File: src/common/padc_regs.vh
// Purpose: Constants for the pipelined converter digital side
// Assumes: Included by bare name from rtl files
// Notes:   Register map offsets are byte addresses on the Avalon-MM bus
`ifndef PADC_REGS_VH
`define PADC_REGS_VH
`define PADC_DATA_W        10
`define PADC_LATENCY       5
`define PADC_STAGES        9
`define PADC_ADDR_W        4
`define PADC_OFS_CTRL      4'h0
`define PADC_OFS_STATUS    4'h4
`define PADC_OFS_SAMPLE    4'h8
`define PADC_OFS_ANALOG    4'hC
`define PADC_CTRL_OE_N     0
`define PADC_CTRL_SLEEP    1
`define PADC_CTRL_SPAN     2
`define PADC_CTRL_REFEXT   3
`define PADC_CTRL_RST      4'hC
`define PADC_UNMAPPED      32'hDEADBEEF
`define PADC_MIDSCALE      10'h200
`define PADC_VALID_W       3
`endif

File: src/rtl/padc_core.v
// Purpose: Digital side of a 10-bit pipelined sampling converter
// Assumes: core_clk is the convert clock; analog code arrives as a sampled word
// Notes:   Control pins are mirrored in a control register reached over Avalon-MM
`timescale 1ns/100ps
`default_nettype none
`include "padc_regs.vh"

module padc_core
#(
	parameter DATA_W  = `PADC_DATA_W,
	parameter LATENCY = `PADC_LATENCY
)
(
	input  wire                      core_clk,
	input  wire                      rst,
	input  wire [DATA_W-1:0]         analog_code,
	input  wire [`PADC_ADDR_W-1:0]   avs_address,
	input  wire                      avs_read,
	input  wire                      avs_write,
	input  wire [31:0]               avs_writedata,
	input  wire [3:0]                avs_byteenable,
	output reg  [31:0]               avs_readdata,
	output reg                       avs_waitrequest,
	output reg  [DATA_W-1:0]         sample_o,
	output reg  [DATA_W-1:0]         sample_oe_n,
	output reg                       sample_valid,
	output reg                       powered_down,
	output reg                       span_2v,
	output reg                       ref_external
);

	// ****************************************
	// Constants
	// ****************************************
	// Count at which the pipe holds only samples taken since the last wake
	localparam [`PADC_VALID_W-1:0] FILL_FULL = LATENCY;
	localparam [`PADC_VALID_W-1:0] FILL_ZERO = {`PADC_VALID_W{1'b0}};
	localparam [`PADC_VALID_W-1:0] FILL_STEP = {{(`PADC_VALID_W-1){1'b0}}, 1'b1};
	localparam [DATA_W-1:0]        CODE_MID  = `PADC_MIDSCALE;
	localparam [31-DATA_W:0]       RD_PAD    = {(32-DATA_W){1'b0}};
	localparam                     BUS_IDLE  = 1'b0;
	localparam                     BUS_ANSW  = 1'b1;

	// ****************************************
	// Declarations
	// ****************************************
	reg  [3:0]                ctrl_r;
	reg  [3:0]                ctrl_nxt;
	reg                       bus_state_r;
	reg                       bus_state_nxt;
	reg  [31:0]               rdata_nxt;
	reg  [`PADC_VALID_W-1:0]  fill_r;
	reg  [`PADC_VALID_W-1:0]  fill_nxt;
	wire                      bus_req;
	wire                      bus_take;
	wire                      ctrl_commit;
	wire                      pipe_adv;
	wire                      fill_done;
	wire [DATA_W*LATENCY-1:0] stage_bus;
	wire [DATA_W-1:0]         pipe_head;
	wire [DATA_W-1:0]         pipe_tail;

	// Control bits stand in for the static pins
	wire sleep_request           = ctrl_r[`PADC_CTRL_SLEEP];
	wire input_span_select       = ctrl_r[`PADC_CTRL_SPAN];
	wire reference_source_select = ctrl_r[`PADC_CTRL_REFEXT];
	wire output_tristate_n       = ctrl_r[`PADC_CTRL_OE_N];

	// ****************************************
	// Avalon-MM slave
	// ****************************************
	// One wait cycle per access, so the master sees the answer on its second edge
	assign bus_req     = avs_read || avs_write;
	assign bus_take    = bus_req && (bus_state_r == BUS_IDLE);
	// The write lands on the edge that sees waitrequest low, never earlier
	assign ctrl_commit = avs_write && !avs_waitrequest && avs_byteenable[0]
		&& (avs_address == `PADC_OFS_CTRL);

	always @*
	begin
		bus_state_nxt = bus_state_r;
		case (bus_state_r)
			BUS_IDLE:
			begin
				if (bus_req)
					bus_state_nxt = BUS_ANSW;
			end
			BUS_ANSW:
			begin
				bus_state_nxt = BUS_IDLE;
			end
			default:
			begin
				bus_state_nxt = BUS_IDLE;
			end
		endcase
	end

	always @(posedge core_clk)
	begin
		if (rst)
			bus_state_r <= BUS_IDLE;
		else
			bus_state_r <= bus_state_nxt;
	end

	always @(posedge core_clk)
	begin
		if (rst)
			avs_waitrequest <= 1'b1;
		else
			avs_waitrequest <= (bus_state_nxt != BUS_ANSW);
	end

	// Read data are chosen on the taking edge and stand until the next access
	always @*
	begin
		rdata_nxt = `PADC_UNMAPPED;
		if (avs_address == `PADC_OFS_CTRL)
			rdata_nxt = {28'h0, ctrl_r};
		else if (avs_address == `PADC_OFS_STATUS)
			rdata_nxt = {29'h0, sample_valid, powered_down, 1'b0};
		else if (avs_address == `PADC_OFS_SAMPLE)
			rdata_nxt = {RD_PAD, sample_o};
		else if (avs_address == `PADC_OFS_ANALOG)
			rdata_nxt = {RD_PAD, pipe_head};
	end

	always @(posedge core_clk)
	begin
		if (rst)
			avs_readdata <= 32'h0;
		else if (bus_take)
			avs_readdata <= rdata_nxt;
	end

	// ****************************************
	// Control register
	// ****************************************
	always @*
	begin
		ctrl_nxt = ctrl_r;
		if (ctrl_commit)
			ctrl_nxt = avs_writedata[3:0];
	end

	always @(posedge core_clk)
	begin
		if (rst)
			ctrl_r <= `PADC_CTRL_RST;
		else
			ctrl_r <= ctrl_nxt;
	end

	// ****************************************
	// Conversion pipeline
	// ****************************************
	// Error correction is folded into the delay: every code passes unaltered,
	// so all 2^DATA_W codes stay reachable. Sleep freezes every stage.
	assign pipe_adv  = !sleep_request;
	assign pipe_head = stage_bus[DATA_W-1:0];
	assign pipe_tail = stage_bus[DATA_W*LATENCY-1 -: DATA_W];

	genvar g;
	generate
		for (g = 0; g < LATENCY; g = g + 1)
		begin : g_stage
			if (g == 0)
			begin : g_first
				padc_stage
				#(
					.WIDTH   (DATA_W),
					.RST_VAL (`PADC_MIDSCALE)
				)
				u_padc_stage
				(
					.core_clk (core_clk),
					.rst      (rst),
					.adv      (pipe_adv),
					.d        (analog_code),
					.q        (stage_bus[DATA_W-1:0])
				);
			end
			else
			begin : g_next
				padc_stage
				#(
					.WIDTH   (DATA_W),
					.RST_VAL (`PADC_MIDSCALE)
				)
				u_padc_stage
				(
					.core_clk (core_clk),
					.rst      (rst),
					.adv      (pipe_adv),
					.d        (stage_bus[(g-1)*DATA_W +: DATA_W]),
					.q        (stage_bus[g*DATA_W +: DATA_W])
				);
			end
		end
	endgenerate

	// ****************************************
	// Fill count and output word
	// ****************************************
	// Leaving sleep restarts the count; the host drops words until valid rises
	assign fill_done = (fill_r == FILL_FULL);

	always @*
	begin
		fill_nxt = fill_r;
		if (sleep_request)
			fill_nxt = FILL_ZERO;
		else if (!fill_done)
			fill_nxt = fill_r + FILL_STEP;
	end

	always @(posedge core_clk)
	begin
		if (rst)
			fill_r <= FILL_ZERO;
		else
			fill_r <= fill_nxt;
	end

	// fifth edge after the sample, msb in bit DATA_W-1
	always @(posedge core_clk)
	begin
		if (rst)
			sample_o <= CODE_MID;
		else if (pipe_adv)
			sample_o <= pipe_tail;
	end

	// Valid drops at once in sleep, so no stale word is flagged as fresh
	always @(posedge core_clk)
	begin
		if (rst)
			sample_valid <= 1'b0;
		else if (sleep_request)
			sample_valid <= 1'b0;
		else
			sample_valid <= fill_done;
	end

	// ****************************************
	// Pin mirrors
	// ****************************************
	always @(posedge core_clk)
	begin
		if (rst)
			powered_down <= 1'b0;
		else
			powered_down <= sleep_request;
	end

	always @(posedge core_clk)
	begin
		if (rst)
			span_2v <= 1'b1;
		else
			span_2v <= input_span_select;
	end

	always @(posedge core_clk)
	begin
		if (rst)
			ref_external <= 1'b1;
		else
			ref_external <= reference_source_select;
	end

	// Output enable is low while the pins are driven
	always @(posedge core_clk)
	begin
		if (rst)
			sample_oe_n <= {DATA_W{1'b1}};
		else
			sample_oe_n <= {DATA_W{output_tristate_n}};
	end

endmodule

// ****************************************
// Pipeline stage
// ****************************************
// One register of the delay line; holds its word while adv is low
module padc_stage
#(
	parameter WIDTH   = `PADC_DATA_W,
	parameter RST_VAL = `PADC_MIDSCALE
)
(
	input  wire             core_clk,
	input  wire             rst,
	input  wire             adv,
	input  wire [WIDTH-1:0] d,
	output reg  [WIDTH-1:0] q
);
	localparam [WIDTH-1:0] RST_Q = RST_VAL;

	always @(posedge core_clk)
	begin
		if (rst)
			q <= RST_Q;
		else if (adv)
			q <= d;
	end

endmodule
`default_nettype wire

File: config.mk
export PLATFORM = sky130hd
export DESIGN_NAME = padc_core
export DESIGN_NICKNAME = d
export VERILOG_FILES = /design/src/rtl/padc_core.v
export VERILOG_INCLUDE_DIRS = /design/src /design/src/common
export SDC_FILE = /design/constraint.sdc
export NUM_CORES = 1
export LEC_CHECK = 0
export ABC_AREA = 1
export BUFFER_PORTS_ARGS = -buffer_cell sky130_fd_sc_hd__buf_2
export CORE_UTILIZATION = 50
export CTS_BUF_LIST = sky130_fd_sc_hd__clkbuf_16
export DETAILED_ROUTE_END_ITERATION = 10
export PLACE_DENSITY = 0.8
export SLEW_MARGIN = 20
export SYNTH_ARGS = -nofsm -noshare
export SYNTH_HDL_FRONTEND = slang
export SYNTH_HIERARCHICAL = 1
export SYNTH_SLANG_ARGS = --single-unit
export TNS_END_PERCENT = 1
File: constraint.sdc
create_clock -name core_clk -period 1.4 [get_ports core_clk]
set_input_delay 0 -clock core_clk [delete_from_list [all_inputs] [get_ports core_clk]]
set_output_delay 0 -clock core_clk [all_outputs]
set_load 0.05 [all_outputs]
==> flow_results.org <==
** Detailed routing
- Average wire length per cell after detail routing :: approximately 11 um
- For this run, design rule violations remaining after detail routing come to 0.
- The first TritonRoute pass finished after 5 iterations.
- After detailed routing, the total wire length is 7640 um.
- The routed layout has around 3200 vias.
- Total length of routed met3 wires :: roughly 410 um
- DR iter-0 viols :: between 100 and 150
- After detailed routing, the wire length on met1 is about 3300 um.
- The count of nets left with antenna violations once routing finished came out at 0.
- Using the TritonRoute via totals, the vias-per-cell ratio works out to about 4.5.
- Wire segments on met2 add up to around 3700 um in the final route.
- Highest signal layer in the routed design :: met4

** CTS
- Clk_lat worst skew :: between 0.3 and 0.4 ns
- Once the clock tree was built, the resizer swapped 0 gates to a different size.
- Hold repair after CTS inserted 14 buffers.
- Number of buffers added for setup after CTS :: 0
- Clock-pin slew was measured on the worst setup and hold paths at roughly 0.06 ns.
- Clock sinks :: 85
- TritonCTS built the clock tree.
- The tree is rooted in a sky130_fd_sc_hd__clkbuf_16.
- The clock passes through at most 2 buffers.
- Number of clock buffers inserted by TritonCTS :: 9
- H-Tree Level Count :: 3

** Setup path
- Required time of the critical path :: 1.40 ns
- The critical path goes through buf_2.
- STA classifies the critical path startpoint as a flip-flop.
- The worst setup path is of the flip-flop to output pin kind.
- In this run the worst path has a maximum fanout of 17.
- The largest individual stage delay along the critical path comes from the cell sky130_fd_sc_hd__dfxtp_1.
- Together, buffers and inverters on the worst path number 1.
- STA puts the critical path data arrival time at between 1 and 1.5 ns.
- Delay of the slowest cell on the worst path :: ~0.53 ns
- The worst setup path is captured at an output pin.
- In this design, the largest share of critical-path delay is due to flip-flops.

** GRT
- GRT Total Usage :: 0.211
- Number of antenna violations at the first check in global routing :: 0
- The first global-routing pass estimated around 12000 um of wire.
- Global routing finished with a remaining overflow of 0.
- Maximum number of pins on one net before global-route repair :: 44
- The via count of the first global-routing pass is just under 3000.

** Cells and area
- Growth of design area from synthesis to finish :: 18.9%
- Sequential cell area :: around 1700 um^2
- The filler cells instantiated in the layout total approximately 660.
- The number of antenna diodes in the final layout is 0.
- For this run, the post-layout net count is between 600 and 700.
- After the flow finishes, the layout carries non-filler instances totaling roughly 700.
- Leading cell type in the layout, fill and taps excluded :: sky130_fd_sc_hd__nand2_1
- In the final layout, the multi-input gates occupy between 1000 and 1500 um^2.
- In the final layout, the share of cells above drive strength 1 is 0.179.
- Top library cells by usage in the layout, fill and taps aside :: 167 x sky130_fd_sc_hd__nand2_1, 105 x sky130_fd_sc_hd__nor2_1, 85 x sky130_fd_sc_hd__dfxtp_1, 73 x sky130_fd_sc_hd__buf_2, 69 x sky130_fd_sc_hd__inv_1

** Pwr
- The analysis attributes to cell leakage a power of around 0.0025 uW.
- The internal portion of the total power is about 4500 uW.
- Dividing total power by cell area gives a power density of between 1000 and 1500 nW/um^2.
- Clock network power share :: 0.444
- Sequential group share of total power :: 0.427
- The worst-case IR drop observed on VDD is approximately 0.00064 V.
- For this design the total switching power over the nets is between 1500 and 2000 uW.
- Part of the total power dissipated in combinational logic :: 0.129
- Switching Share :: 0.266

** Logic synthesis
- For this run, the number of Yosys warnings is 6.
- Synthesized area per cell :: around 7.0 um^2
- The netlist uses 24 different library cells.
- Number of standard cells after synthesis :: between 500 and 600
- Netlist Area Pre-Place :: approximately 3700 um^2
- The most used flip-flop cell after synthesis is sky130_fd_sc_hd__dfxtp_1.
- Number of enable flip-flop cells after synthesis :: 0
- Async SR Flop Fraction :: 0
- For this run, the register share of the synthesized area comes to 0.455.
- Number of register bits inferred by synthesis :: between 80 and 90

** Placed design
- Cell count after placement :: around 670
- Last weighted congestion value of the routability-driven placer :: between 0.8 and 0.9
- Port bufs :: 73
- Post-DP HPWL :: 5340 um

** Die
- The floorplan step defined a die boundary enclosing about 7800 um^2.
- For this configuration, the core starts out at a cell density of 0.516.
- Measured along the y axis, the die boundary spans a little under 90 um.
- FP Rows :: 31
- Core area :: just over 7000 um^2
- 111 I/O pins were placed.
- Floorplan die width :: roughly 90 um

** Status
- Result of the run :: completed

** Timing
- Fin. max-slew vios :: 0
- Actual transition at the worst max-transition pin :: around 0.63 ns
- RSZ-0062 raised after global routing :: false
- Final count of negative-setup-slack endpoints :: 0
- Static timing analysis puts the maximum clock frequency at approximately 830 MHz.
- The routed design could run at a clock period as short as roughly 1.2 ns.
- Max Clock Skew :: 0.00636 ns
- In the finished design, the share of the clock period the worst path needs comes to 0.859.
- Total negative setup slack :: 0 ns
- Hold Violations, Final :: 0
- Measured against its own limit, the worst slew margin works out to 0.576.

** Worst hold path
- In this run the worst hold path is classified as input port to flip-flop.

** Run
- Max-cap violations in this run came to 0.
-- path summary, 6_finish.rpt --
path / start / to / slack [ns] / depth (start not counted)
setup / recovery: avs_readdata[30] / avs_readdata[19] / 0.20 / 1
hold / removal: avs_address[3] / avs_readdata[9] / 0.04 / 4
setup reg to reg: ctrl_r[1] / g_stage[3].g_next.u_padc_stage/q[9] / 0.23 / 5
hold reg to reg: avs_readdata[7] / avs_readdata[7] / 0.45 / 2
-- area by class of cell --
| class | instances | area share |
|---|---|---|
| timing repair buffer | 92 | 0.130 |
| clock buffer | 9 | 0.0506 |
| multi-input combinational | 334 | 0.319 |
| sequential | 85 | 0.382 |
| inverter | 76 | 0.0641 |
| clock inverter | 7 | 0.0259 |
| tap | 99 | 0.0278 |
-- worst reg2reg max path, stage by stage (launching register included) --
cell                      delay [ns]
sky130_fd_sc_hd__dfxtp_1        0.37
sky130_fd_sc_hd__inv_2          0.23
sky130_fd_sc_hd__buf_12         0.24
sky130_fd_sc_hd__inv_1          0.07
sky130_fd_sc_hd__nand2_1        0.07
sky130_fd_sc_hd__nand3_1        0.07
-- metrics by stage --
step	worst slack (ns)	util	cell area [um^2]	total power [uW]	hold slack, ns
2_1_floorplan	0.224	-	3760	3300	0.104
3_3_place_gp	0.294	0.547	3970	3380	0.212
3_5_place_dp	0.270	0.547	3970	3390	0.220
4_1_cts	0.158	0.614	4450	6080	0.0354
5_1_grt	0.0539	0.614	4450	6260	0.0612
6_report	0.197	0.614	4450	6060	0.0409
-- registers in the layout, indices dropped and copies added, names as in the netlist, 3 cells and up --
signal                          flops
g_stage.g_first.u_padc_stage/q     10
g_stage.g_next.u_padc_stage/q      40
fill_r                              3
ctrl_r                              4
avs_readdata                       11
sample_o                           10
-- layer usage --
layer,GRT usage,vias up
li1,-,1668
met1,0.239,1379
met2,0.381,110
met3,0.0466,15
met4,0.0880,0
met5,0,-
-- logic make-up after synthesis --
| family | share of synthesized area |
|---|---|
| other | 0.00100 |
| XOR/XNOR | 0.00234 |
| flip-flops | 0.455 |
| AO/OA/AOI/OAI | 0.0425 |
| AND/OR/NAND/NOR | 0.322 |
| buffers and inverters | 0.171 |
| adder cells (fa/ha/maj) | 0.00669 |
-- Yosys cell counts, types with 4 or more instances --
cell type,n,area (um^2)
sky130_fd_sc_hd__nor2_1,105,394
sky130_fd_sc_hd__o21ai_0,19,95.1
sky130_fd_sc_hd__dfxtp_1,85,1700
sky130_fd_sc_hd__buf_4,31,233
sky130_fd_sc_hd__nand3_1,12,60.1
sky130_fd_sc_hd__inv_1,69,259
sky130_fd_sc_hd__a22o_1,5,43.8
sky130_fd_sc_hd__nor2_2,5,31.3
sky130_fd_sc_hd__nand2_1,167,627
sky130_fd_sc_hd__buf_6,10,113
sky130_fd_sc_hd__a21oi_1,4,20.0
sky130_fd_sc_hd__clkinv_1,5,18.8
-- power groups by stage --
stage / Sequential [uW] / Clock [uW] / Combinational [uW]
2_1_floorplan: 2750 / 0 / 548
5_1_grt: 2600 / 2810 / 850
6_report: 2590 / 2690 / 783
3_5_place_dp: 2640 / 0 / 753
4_1_cts: 2590 / 2700 / 787
3_3_place_gp: 2630 / 0 / 741
No activity file was read; power rests on OpenSTA's default activity.
